===== src/hdl/work_bit_logic_combiner.sv =====
// package and top module of the work bit logic combiner
//
// Local design decisions: the strobed register port and the register addresses.
`timescale 1ns/1ps
`default_nettype none

package work_bit_pkg;
	localparam int NUM_BITS   = 8;
	localparam int SEL_W      = 6;
	localparam int DLY_WIDTH  = 14;
	localparam int ADDR_W     = 6;
	localparam logic [DLY_WIDTH-1:0] DLY_MAX = 14'h270F;
	localparam int CLK_PERIOD_NS  = 40;
	localparam int EVAL_PERIOD_NS = 100000000;
	localparam int EVAL_CYCLES    = EVAL_PERIOD_NS / CLK_PERIOD_NS;
	localparam int EVALS_PER_SEC  = 1000000000 / EVAL_PERIOD_NS;
	localparam int SECS_PER_MIN   = 60;
	// register word addresses
	localparam logic [ADDR_W-1:0] ADR_CTRL   = 6'h00;
	localparam logic [ADDR_W-1:0] ADR_STATUS = 6'h01;
	localparam logic [ADDR_W-1:0] ADR_CFG0   = 6'h08;
	localparam logic [ADDR_W-1:0] ADR_DLY0   = 6'h10;
	// configuration word fields
	localparam int CFG_SEL_A   = 0;
	localparam int CFG_SEL_B   = 6;
	localparam int CFG_SEL_C   = 12;
	localparam int CFG_SEL_D   = 18;
	localparam int CFG_INV_LSB = 24;
	localparam int CFG_OP_LSB  = 28;
	localparam int CFG_OUT_INV = 31;
	localparam int DLY_ON_LSB  = 0;
	localparam int DLY_OFF_LSB = 16;
	localparam int CTRL_MINUTES = 0;
	localparam logic [31:0] CFG_RESET = 32'h0000_0000;
	localparam logic [DLY_WIDTH-1:0] DLY_RESET = 14'h0000;
	// operation form codes
	localparam logic [2:0] OP_NONE = 3'h0;
	localparam logic [2:0] OP_AB_OR_CD = 3'h1;
	localparam logic [2:0] OP_AC_AND_BD = 3'h2;
	localparam logic [2:0] OP_ANY = 3'h3;
	localparam logic [2:0] OP_ALL = 3'h4;
	// source code positions
	localparam int SRC_EVENT1 = 3;
	localparam int SRC_WORK1  = 28;
	localparam int SRC_COUNT  = 36;
endpackage

module work_bit_logic_combiner
	import work_bit_pkg::*;
#(
	parameter int EVAL_CLKS = EVAL_CYCLES
)
(
	input  wire logic              i_core_clk,
	input  wire logic              i_rst_b,
	input  wire logic [ADDR_W-1:0] i_addr,
	input  wire logic [31:0]       i_wr_data,
	input  wire logic              i_wr,
	input  wire logic              i_rd,
	input  wire logic [3:0]        i_event_pin,
	input  wire logic [3:0]        i_event_present,
	input  wire logic [2:0]        i_alarm,
	input  wire logic [1:0]        i_switch_count_alarm,
	input  wire logic              i_ctrl_out1,
	input  wire logic              i_ctrl_out1_linear,
	input  wire logic              i_ctrl_out2,
	input  wire logic              i_ctrl_out2_present,
	input  wire logic              i_ctrl_out2_linear,
	input  wire logic              i_input_error,
	input  wire logic              i_remote_setpoint_error,
	input  wire logic              i_heater_burnout,
	input  wire logic              i_heater_short,
	input  wire logic              i_heater_overcurrent,
	input  wire logic              i_auto_manual,
	input  wire logic              i_run_stop,
	input  wire logic              i_remote_local_setpoint,
	input  wire logic              i_program_start,
	input  wire logic              i_autotune_exec,
	input  wire logic              i_setpoint_ramp,
	input  wire logic [2:0]        i_bank_no,
	input  wire logic              i_program_end,
	output logic [NUM_BITS-1:0]    o_work_bit,
	output logic [31:0]            o_rd_data
);

	function automatic logic pick(input logic [SRC_COUNT-1:0] src,
		input logic [SEL_W-1:0] code);
		// codes beyond the table read as false
		pick = (code < SEL_W'(SRC_COUNT)) ? src[code] : 1'b0;
	endfunction

	function automatic logic combine(input logic [2:0] op, input logic a,
		input logic b, input logic c, input logic d);
		case (op)
			OP_AB_OR_CD:  combine = (a & b) | (c & d);
			OP_AC_AND_BD: combine = (a | c) & (b | d);
			OP_ANY:       combine = a | b | c | d;
			OP_ALL:       combine = a & b & c & d;
			default:      combine = 1'b0;
		endcase
	endfunction

	function automatic logic [DLY_WIDTH-1:0] clamp(input logic [15:0] v);
		clamp = (v > 16'(DLY_MAX)) ? DLY_MAX : v[DLY_WIDTH-1:0];
	endfunction

	logic [31:0]           cfg_q [NUM_BITS];
	logic [DLY_WIDTH-1:0]  on_q  [NUM_BITS];
	logic [DLY_WIDTH-1:0]  off_q [NUM_BITS];
	logic                  minutes_q;
	logic [3:0]            ev_meta_q;
	logic [3:0]            ev_sync_q;
	logic                  pwr_q;
	logic [31:0]           eval_cnt_q;
	logic [7:0]            sec_cnt_q;
	logic [7:0]            min_cnt_q;
	logic                  eval_q;
	logic [31:0]           rd_q;
	wire  [NUM_BITS-1:0]   work;
	wire  [NUM_BITS-1:0]   raw;
	wire  [SRC_COUNT-1:0]  src;
	wire                   sec_wrap;
	wire                   min_wrap;
	wire                   unit_tick;
	wire                   cfg_hit;
	wire                   dly_hit;
	wire  [2:0]            idx;
	wire  [31:0]           rd_mux;

	// event pins come from outside: two flops before use
	always_ff @(posedge i_core_clk or negedge i_rst_b)
	begin
		if (!i_rst_b)
		begin
			ev_meta_q <= '0;
			ev_sync_q <= '0;
		end
		else
		begin
			ev_meta_q <= i_event_pin;
			ev_sync_q <= ev_meta_q;
		end
	end

	// evaluation cycle strobe and delay unit prescalers
	assign sec_wrap  = sec_cnt_q == 8'(EVALS_PER_SEC - 1);
	assign min_wrap  = min_cnt_q == 8'(SECS_PER_MIN - 1);
	assign unit_tick = sec_wrap && (!minutes_q || min_wrap);

	always_ff @(posedge i_core_clk or negedge i_rst_b)
	begin
		if (!i_rst_b)
		begin
			eval_cnt_q <= '0;
			eval_q     <= 1'b0;
			sec_cnt_q  <= '0;
			min_cnt_q  <= '0;
		end
		else
		begin
			eval_q     <= eval_cnt_q == 32'(EVAL_CLKS - 1);
			eval_cnt_q <= (eval_cnt_q == 32'(EVAL_CLKS - 1)) ? '0
				: eval_cnt_q + 32'h1;
			if (eval_q)
			begin
				sec_cnt_q <= sec_wrap ? 8'h00 : sec_cnt_q + 8'h01;
				if (sec_wrap)
					min_cnt_q <= min_wrap ? 8'h00 : min_cnt_q + 8'h01;
			end
		end
	end

	// power-on flag lasts until the end of the first evaluation
	always_ff @(posedge i_core_clk or negedge i_rst_b)
	begin
		if (!i_rst_b)
			pwr_q <= 1'b1;
		else if (eval_q)
			pwr_q <= 1'b0;
	end

	assign src[0] = 1'b0;
	assign src[1] = 1'b1;
	assign src[2] = pwr_q;
	assign src[SRC_EVENT1+3:SRC_EVENT1] = ev_sync_q & i_event_present;
	assign src[9:7]  = i_alarm;
	assign src[10] = |i_switch_count_alarm;
	assign src[11] = i_ctrl_out1 & ~i_ctrl_out1_linear;
	// absent or linear output 2 never reads as on
	assign src[12] = i_ctrl_out2 & i_ctrl_out2_present
		& ~i_ctrl_out2_linear;
	assign src[13] = i_input_error;
	assign src[14] = i_remote_setpoint_error;
	assign src[15] = i_heater_burnout;
	assign src[16] = i_heater_short;
	assign src[17] = i_heater_overcurrent;
	assign src[18] = i_auto_manual;
	assign src[19] = i_run_stop;
	assign src[20] = i_remote_local_setpoint;
	assign src[21] = i_program_start;
	assign src[22] = i_autotune_exec;
	assign src[23] = i_setpoint_ramp;
	assign src[26:24] = i_bank_no;
	assign src[27] = i_program_end;
	// registered outputs: a bit sees its peers from the previous cycle
	assign src[SRC_WORK1+NUM_BITS-1:SRC_WORK1] = work;

	genvar g;
	generate
		for (g = 0; g < NUM_BITS; g++)
		begin : g_bit
			wire [3:0] in_v;
			wire [2:0] op;
			wire       comb;
			assign in_v[0] = pick(src, cfg_q[g][CFG_SEL_A +: SEL_W]);
			assign in_v[1] = pick(src, cfg_q[g][CFG_SEL_B +: SEL_W]);
			assign in_v[2] = pick(src, cfg_q[g][CFG_SEL_C +: SEL_W]);
			assign in_v[3] = pick(src, cfg_q[g][CFG_SEL_D +: SEL_W]);
			assign op      = cfg_q[g][CFG_OP_LSB +: 3];
			assign comb    = combine(op,
				in_v[0] ^ cfg_q[g][CFG_INV_LSB],
				in_v[1] ^ cfg_q[g][CFG_INV_LSB+1],
				in_v[2] ^ cfg_q[g][CFG_INV_LSB+2],
				in_v[3] ^ cfg_q[g][CFG_INV_LSB+3]);
			// invert only a live form; no-operation stays false
			assign raw[g] = (op == OP_NONE || op > OP_ALL) ? 1'b0
				: comb ^ cfg_q[g][CFG_OUT_INV];
			work_bit_delay #(
				.DLY_W       (DLY_WIDTH)
			) u_delay (
				.i_core_clk  (i_core_clk),
				.i_rst_b     (i_rst_b),
				.i_eval      (eval_q),
				.i_unit_tick (unit_tick),
				.i_raw       (raw[g]),
				.i_on_dly    (on_q[g]),
				.i_off_dly   (off_q[g]),
				.o_out       (work[g])
			);
		end
	endgenerate

	// register port decode
	assign cfg_hit = i_addr[ADDR_W-1:3] == ADR_CFG0[ADDR_W-1:3];
	assign dly_hit = i_addr[ADDR_W-1:3] == ADR_DLY0[ADDR_W-1:3];
	assign idx     = i_addr[2:0];
	assign rd_mux  = cfg_hit ? cfg_q[idx]
		: dly_hit ? {2'b00, off_q[idx], 2'b00, on_q[idx]}
		: (i_addr == ADR_CTRL) ? {31'h0, minutes_q}
		: (i_addr == ADR_STATUS) ? {19'h0, pwr_q, ev_sync_q, work}
		: 32'h0;

	always_ff @(posedge i_core_clk or negedge i_rst_b)
	begin
		if (!i_rst_b)
		begin
			minutes_q <= 1'b0;
			rd_q      <= '0;
			for (int i = 0; i < NUM_BITS; i++)
			begin
				cfg_q[i] <= CFG_RESET;
				on_q[i]  <= DLY_RESET;
				off_q[i] <= DLY_RESET;
			end
		end
		else
		begin
			rd_q <= i_rd ? rd_mux : 32'h0;
			if (i_wr && i_addr == ADR_CTRL)
				minutes_q <= i_wr_data[CTRL_MINUTES];
			if (i_wr && cfg_hit)
				cfg_q[idx] <= i_wr_data;
			// out-of-range delays saturate at the top of the range
			if (i_wr && dly_hit)
			begin
				on_q[idx]  <= clamp(i_wr_data[DLY_ON_LSB +: 16]);
				off_q[idx] <= clamp(i_wr_data[DLY_OFF_LSB +: 16]);
			end
		end
	end

	assign o_work_bit = work;
	assign o_rd_data  = rd_q;

endmodule

`default_nettype wire


===== src/hdl/work_bit_delay.sv =====
// turn-on / turn-off delay timer for one work bit
`timescale 1ns/1ps
`default_nettype none

module work_bit_delay
	import work_bit_pkg::*;
#(
	parameter int DLY_W = DLY_WIDTH
)
(
	input  wire logic             i_core_clk,
	input  wire logic             i_rst_b,
	input  wire logic             i_eval,
	input  wire logic             i_unit_tick,
	input  wire logic             i_raw,
	input  wire logic [DLY_W-1:0] i_on_dly,
	input  wire logic [DLY_W-1:0] i_off_dly,
	output logic                  o_out
);

	logic [DLY_W-1:0] cnt_q;
	logic [DLY_W-1:0] cnt_d;
	logic             out_q;
	logic             out_d;
	wire              pending;
	wire  [DLY_W-1:0] target;
	wire              expire;

	// input differs from output: a change is waiting for its delay
	assign pending = i_raw != out_q;
	assign target  = i_raw ? i_on_dly : i_off_dly;
	// zero disables the delay; the first unit may be partial (up to -1 unit)
	assign expire  = (target == '0) ||
		(i_unit_tick && (cnt_q >= target - 1'b1));
	// an input that falls back before expiry restarts the count
	assign cnt_d   = !pending ? '0 :
		(i_eval && i_unit_tick) ? cnt_q + 1'b1 : cnt_q;
	assign out_d   = (i_eval && pending && expire) ? i_raw : out_q;

	always_ff @(posedge i_core_clk or negedge i_rst_b)
	begin
		if (!i_rst_b)
		begin
			cnt_q <= '0;
			out_q <= 1'b0;
		end
		else
		begin
			cnt_q <= cnt_d;
			out_q <= out_d;
		end
	end

	assign o_out = out_q;

endmodule

`default_nettype wire


===== config.mk =====
export PLATFORM = sky130hd
export DESIGN_NAME = work_bit_logic_combiner
export DESIGN_NICKNAME = d
export VERILOG_FILES = /design/src/hdl/work_bit_logic_combiner.sv /design/src/hdl/work_bit_delay.sv
export SDC_FILE = /design/constraint.sdc
export NUM_CORES = 2
export LEC_CHECK = 0
export ABC_AREA = 1
export BUFFER_PORTS_ARGS = -buffer_cell sky130_fd_sc_hd__clkbuf_2
export CAP_MARGIN = 20
export CORE_MARGIN = 5
export CORE_UTILIZATION = 40
export CTS_CLUSTER_DIAMETER = 40
export CTS_CLUSTER_SIZE = 20
export DETAILED_ROUTE_END_ITERATION = 10
export PLACE_DENSITY = 0.51
export RECOVER_POWER = 100
export REMOVE_ABC_BUFFERS = 1
export SYNTH_ARGS = -nofsm -noshare
export SYNTH_HDL_FRONTEND = slang
export SYNTH_HIERARCHICAL = 1
export SYNTH_SLANG_ARGS = --single-unit

===== constraint.sdc =====
create_clock -name i_core_clk -period 5.4 [get_ports i_core_clk]
set_input_delay 0.81 -clock i_core_clk [delete_from_list [all_inputs] [get_ports i_core_clk]]
set_output_delay 0.81 -clock i_core_clk [all_outputs]
set_load 0.02 [all_outputs]

==> out/results.tsv <==
metric	value	unit
Synth Instances	7773	
syn avg cell area	6.69	sq um
slowest stage delay, CP	1.79	ns
fmax	186	MHz
number of synthesized flops with an enable pin	0	
status	finished with violations	
Yosys reg bits	691	
setup violators final	0	
die height	371	um
largest net degree at the start of global routing	118	
Slew @ Worst Pin	2.64	ns
most numerous cell in the Yosys netlist	nand2_1	
fraction of layout cells with a size suffix above 1	14.5	%
total grt overflow	0	
CTS buffer count	152	
Post-CTS Hold Buffers	0	
Worst Setup SP	i_addr[0]	
CP Capture Point	o_rd_data[2]	
drt drc	0	
total wire length	251000	um
# port buffers	114	
GRT Overall Usage	35.4	%
antenna violations before repair	15	
RR Startpoint	g_bit[7].u_delay/o_out	
Synth-to-Final Area Change	21.1	%
Final Slew Violations	1352	
DP Area	57600	sq um
worst path arrival time	5.98	ns
die span in x	371	um
Worst R2R Setup Slack	0.22	ns
startpoint types	primary input	
power density over the cells	429	nW/um^2
# nets final	8380	
Cell variety after synth	63	
Critical R2R Capture	g_bit[3].u_delay/o_out	
unrepaired setup endpoints after global routing	true	
Post-synth top cells	2236 x nand2_1, 793 x nand3_1, 762 x inv_1	
first-pass GRT wire length	361000	um
crit path max-delay cell type	clkbuf_2	
min Tclk post-route	5.37	ns
setup_tns	0	ns
relative slew slack	-76.2	%
clock skew	0.0459	ns
critical path cell sequence	clkbuf_2 -> inv_1 -> nor2_1 -> clkbuf_2 -> a221oi_1 -> a221oi_1 -> clkbuf_1 -> nor3_1	
H-tree levels	4	
worst-skew pair later-pin latency	0.80	ns
WP depth	8	
Antenna Violating Nets Remaining	0	
Design Area, Final	63000	sq um
maximum fanout along the worst path	76	
CTS max path bufs	3	
Worst Path Buf+Inv	4	
data required time of the worst path	6.00	ns
Final period util	99.5	%
Final Power	27000	uW
routability cong.	0.970	
peak supply drop	0.344	mV
crit-path leading delay family	buffers and inverters	
HPWL Detailed	179000	um
top cell type's share of synthesized area	33.2	%
sequential-to-total area share from yosys stat	33.2	%
mean routed wirelength per cell	25.0	um
Ports	115	
final hold violations	0	
synthesized cell area	52000	sq um
CTS tree	built	
crit end category	register	
Clock Sinks	691	
Synth async-reset ratio	100	%
failing checks	max-capacitance violations, max-slew violations	
initial core utilization	40.2	%
R2R depth	38	
drt initial violations	7254	
Clock transition at path regs	0.05	ns
max_cap viols	23	
P_leak	0.0305	uW
number of global-route vias before repair	53000	
Die Area	137000	sq um
Core Footprint	129000	sq um
CTS Root Cell	clkbuf_16	
Syn. warnings	6	
pre-CTS WS	-0.175	ns
1st-pass router iterations	7	
standard-cell row count	132	
leading register cell type out of synthesis	dfrtp_1	
Min-Delay Path Class	in -> reg	
via count	57700	
largest cells by area after synthesis	dfrtp_1 33%, nand2_1 16%, nand3_1 7.6%	
cell taking the most area after synthesis	dfrtp_1	
setup slack after layout	0.0263	ns
Via-to-Cell Ratio	5.74	
Crit Path Category	in -> reg	
[timing repair]
action                                  CTS  global route
resized for setup                         0            46
buffers inserted                          0             9
endpoints found under the setup margin    0             8
[cell families after synthesis]
| kind of cell | share of synthesized area, % |
|---|---|
| XOR/XNOR | 2.29 |
| multiplexers | 1.06 |
| adder cells (fa/ha/maj) | 3.37 |
| buffers and inverters | 10.7 |
| AO/OA/AOI/OAI | 15.6 |
| flip-flops | 33.2 |
| AND/OR/NAND/NOR | 33.8 |
[where the power goes]
group | switching [uW] | internal, uW | total (uW)
sequential | 911 | 5850 | 6760
combinational | 6410 | 3780 | 10200
clock | 3490 | 6570 | 10100
[flip-flops by register name (all words and copies together), names as in the netlist, 4 cells and up]
register,cells
cfg_q,256
g_bit.u_delay/cnt_q,112
off_q,112
on_q,112
eval_cnt_q,32
o_rd_data,32
g_bit.u_delay/o_out,8
min_cnt_q,8
sec_cnt_q,8
ev_meta_q,4
ev_sync_q,4
[worst reg2reg max path: cells and delay by family (launching register included)]
family | cells | cell delay, ns
fa+ha+maj | 1 | 0.26
simple gates | 22 | 2.10
compound gates | 6 | 0.79
flops | 1 | 0.43
buf+inv | 8 | 1.34
xor+xnor | 1 | 0.16
[stage by stage]
stage / hold WS [ns] / std cells / util (%)
floorplan: 0.331 / 7322 / -
global route: 0.0919 / 10000 / 48.7
detailed placement: 0.336 / 9738 / 44.5
global placement: 0.334 / 9733 / 44.5
CTS: 0.0583 / 10000 / 48.8
finish: 0.112 / 10000 / 48.7
[placed cells by master, fill, tap and decap left out, types with 20 or more instances in the layout]
master | synthesis | final
buf_4 | 50 | 447
dfrtp_1 | 690 | 674
inv_2 | 58 | 57
a211oi_1 | 20 | 20
o21ai_1 | 34 | 32
xor2_1 | 114 | 114
o221ai_1 | 54 | 54
nor4_1 | 28 | 27
o211ai_1 | 47 | 47
inv_1 | 762 | 755
nand4_1 | 91 | 92
xnor2_1 | 22 | 22
ha_1 | 140 | 140
a221oi_1 | 99 | 99
clkinv_2 | 0 | 24
buf_12 | 1 | 64
o21ai_0 | 575 | 575
clkbuf_8 | 0 | 25
clkbuf_2 | 3 | 89
mux2_2 | 48 | 48
a31oi_1 | 27 | 27
nor2_1 | 636 | 628
nand2_1 | 2236 | 2230
bufinv_16 | 0 | 20
nor2_2 | 21 | 22
nand3_1 | 793 | 793
nor3_1 | 109 | 109
clkbuf_16 | 0 | 156
clkbuf_1 | 176 | 85
a21oi_1 | 474 | 475
o21ai_2 | 20 | 22
nor2_4 | 31 | 38
nand2_2 | 31 | 37
[routing by layer]
| layer | part of all wire, % | global-route usage, % | up-vias | wire (um) |
|---|---|---|---|---|
| met4 | 5.8 | 17.5 | 6 | 14500 |
| met1 | 43 | 50.1 | 27300 | 108000 |
| met2 | 40 | 49.7 | 3209 | 100000 |
| li1 | - | - | 26500 | - |
| met3 | 11 | 9.15 | 664 | 28700 |
| met5 | 0.017 | 0 | - | 43 |
[how the worst min path moves through the flow]
stage                     slack [ns]  depth (start not counted)           start      endpoint
after floorplan                 0.33                          0    ev_meta_q[0]  ev_sync_q[0]
after CTS                       0.06                          1  i_event_pin[0]  ev_meta_q[0]
after global placement          0.33                          0    ev_meta_q[3]  ev_sync_q[3]
final                           0.11                          1  i_event_pin[0]  ev_meta_q[0]
after detailed placement        0.34                          0    ev_meta_q[1]  ev_sync_q[1]
after global routing            0.09                          1  i_event_pin[3]  ev_meta_q[3]
[layout make-up]
class / count / area [sq um]
Multi-Input combinational cell: 5801 / 29300
Inverter: 830 / 3150
Clock buffer: 192 / 4230
Clock inverter: 86 / 1310
Tap cell: 1742 / 2180
Fill cell: 13300 / 66300
Timing Repair Buffer: 689 / 5550
Sequential cell: 691 / 17300
Antenna cell: 10 / 25.0
No activity file was read; power rests on OpenSTA's default activity.
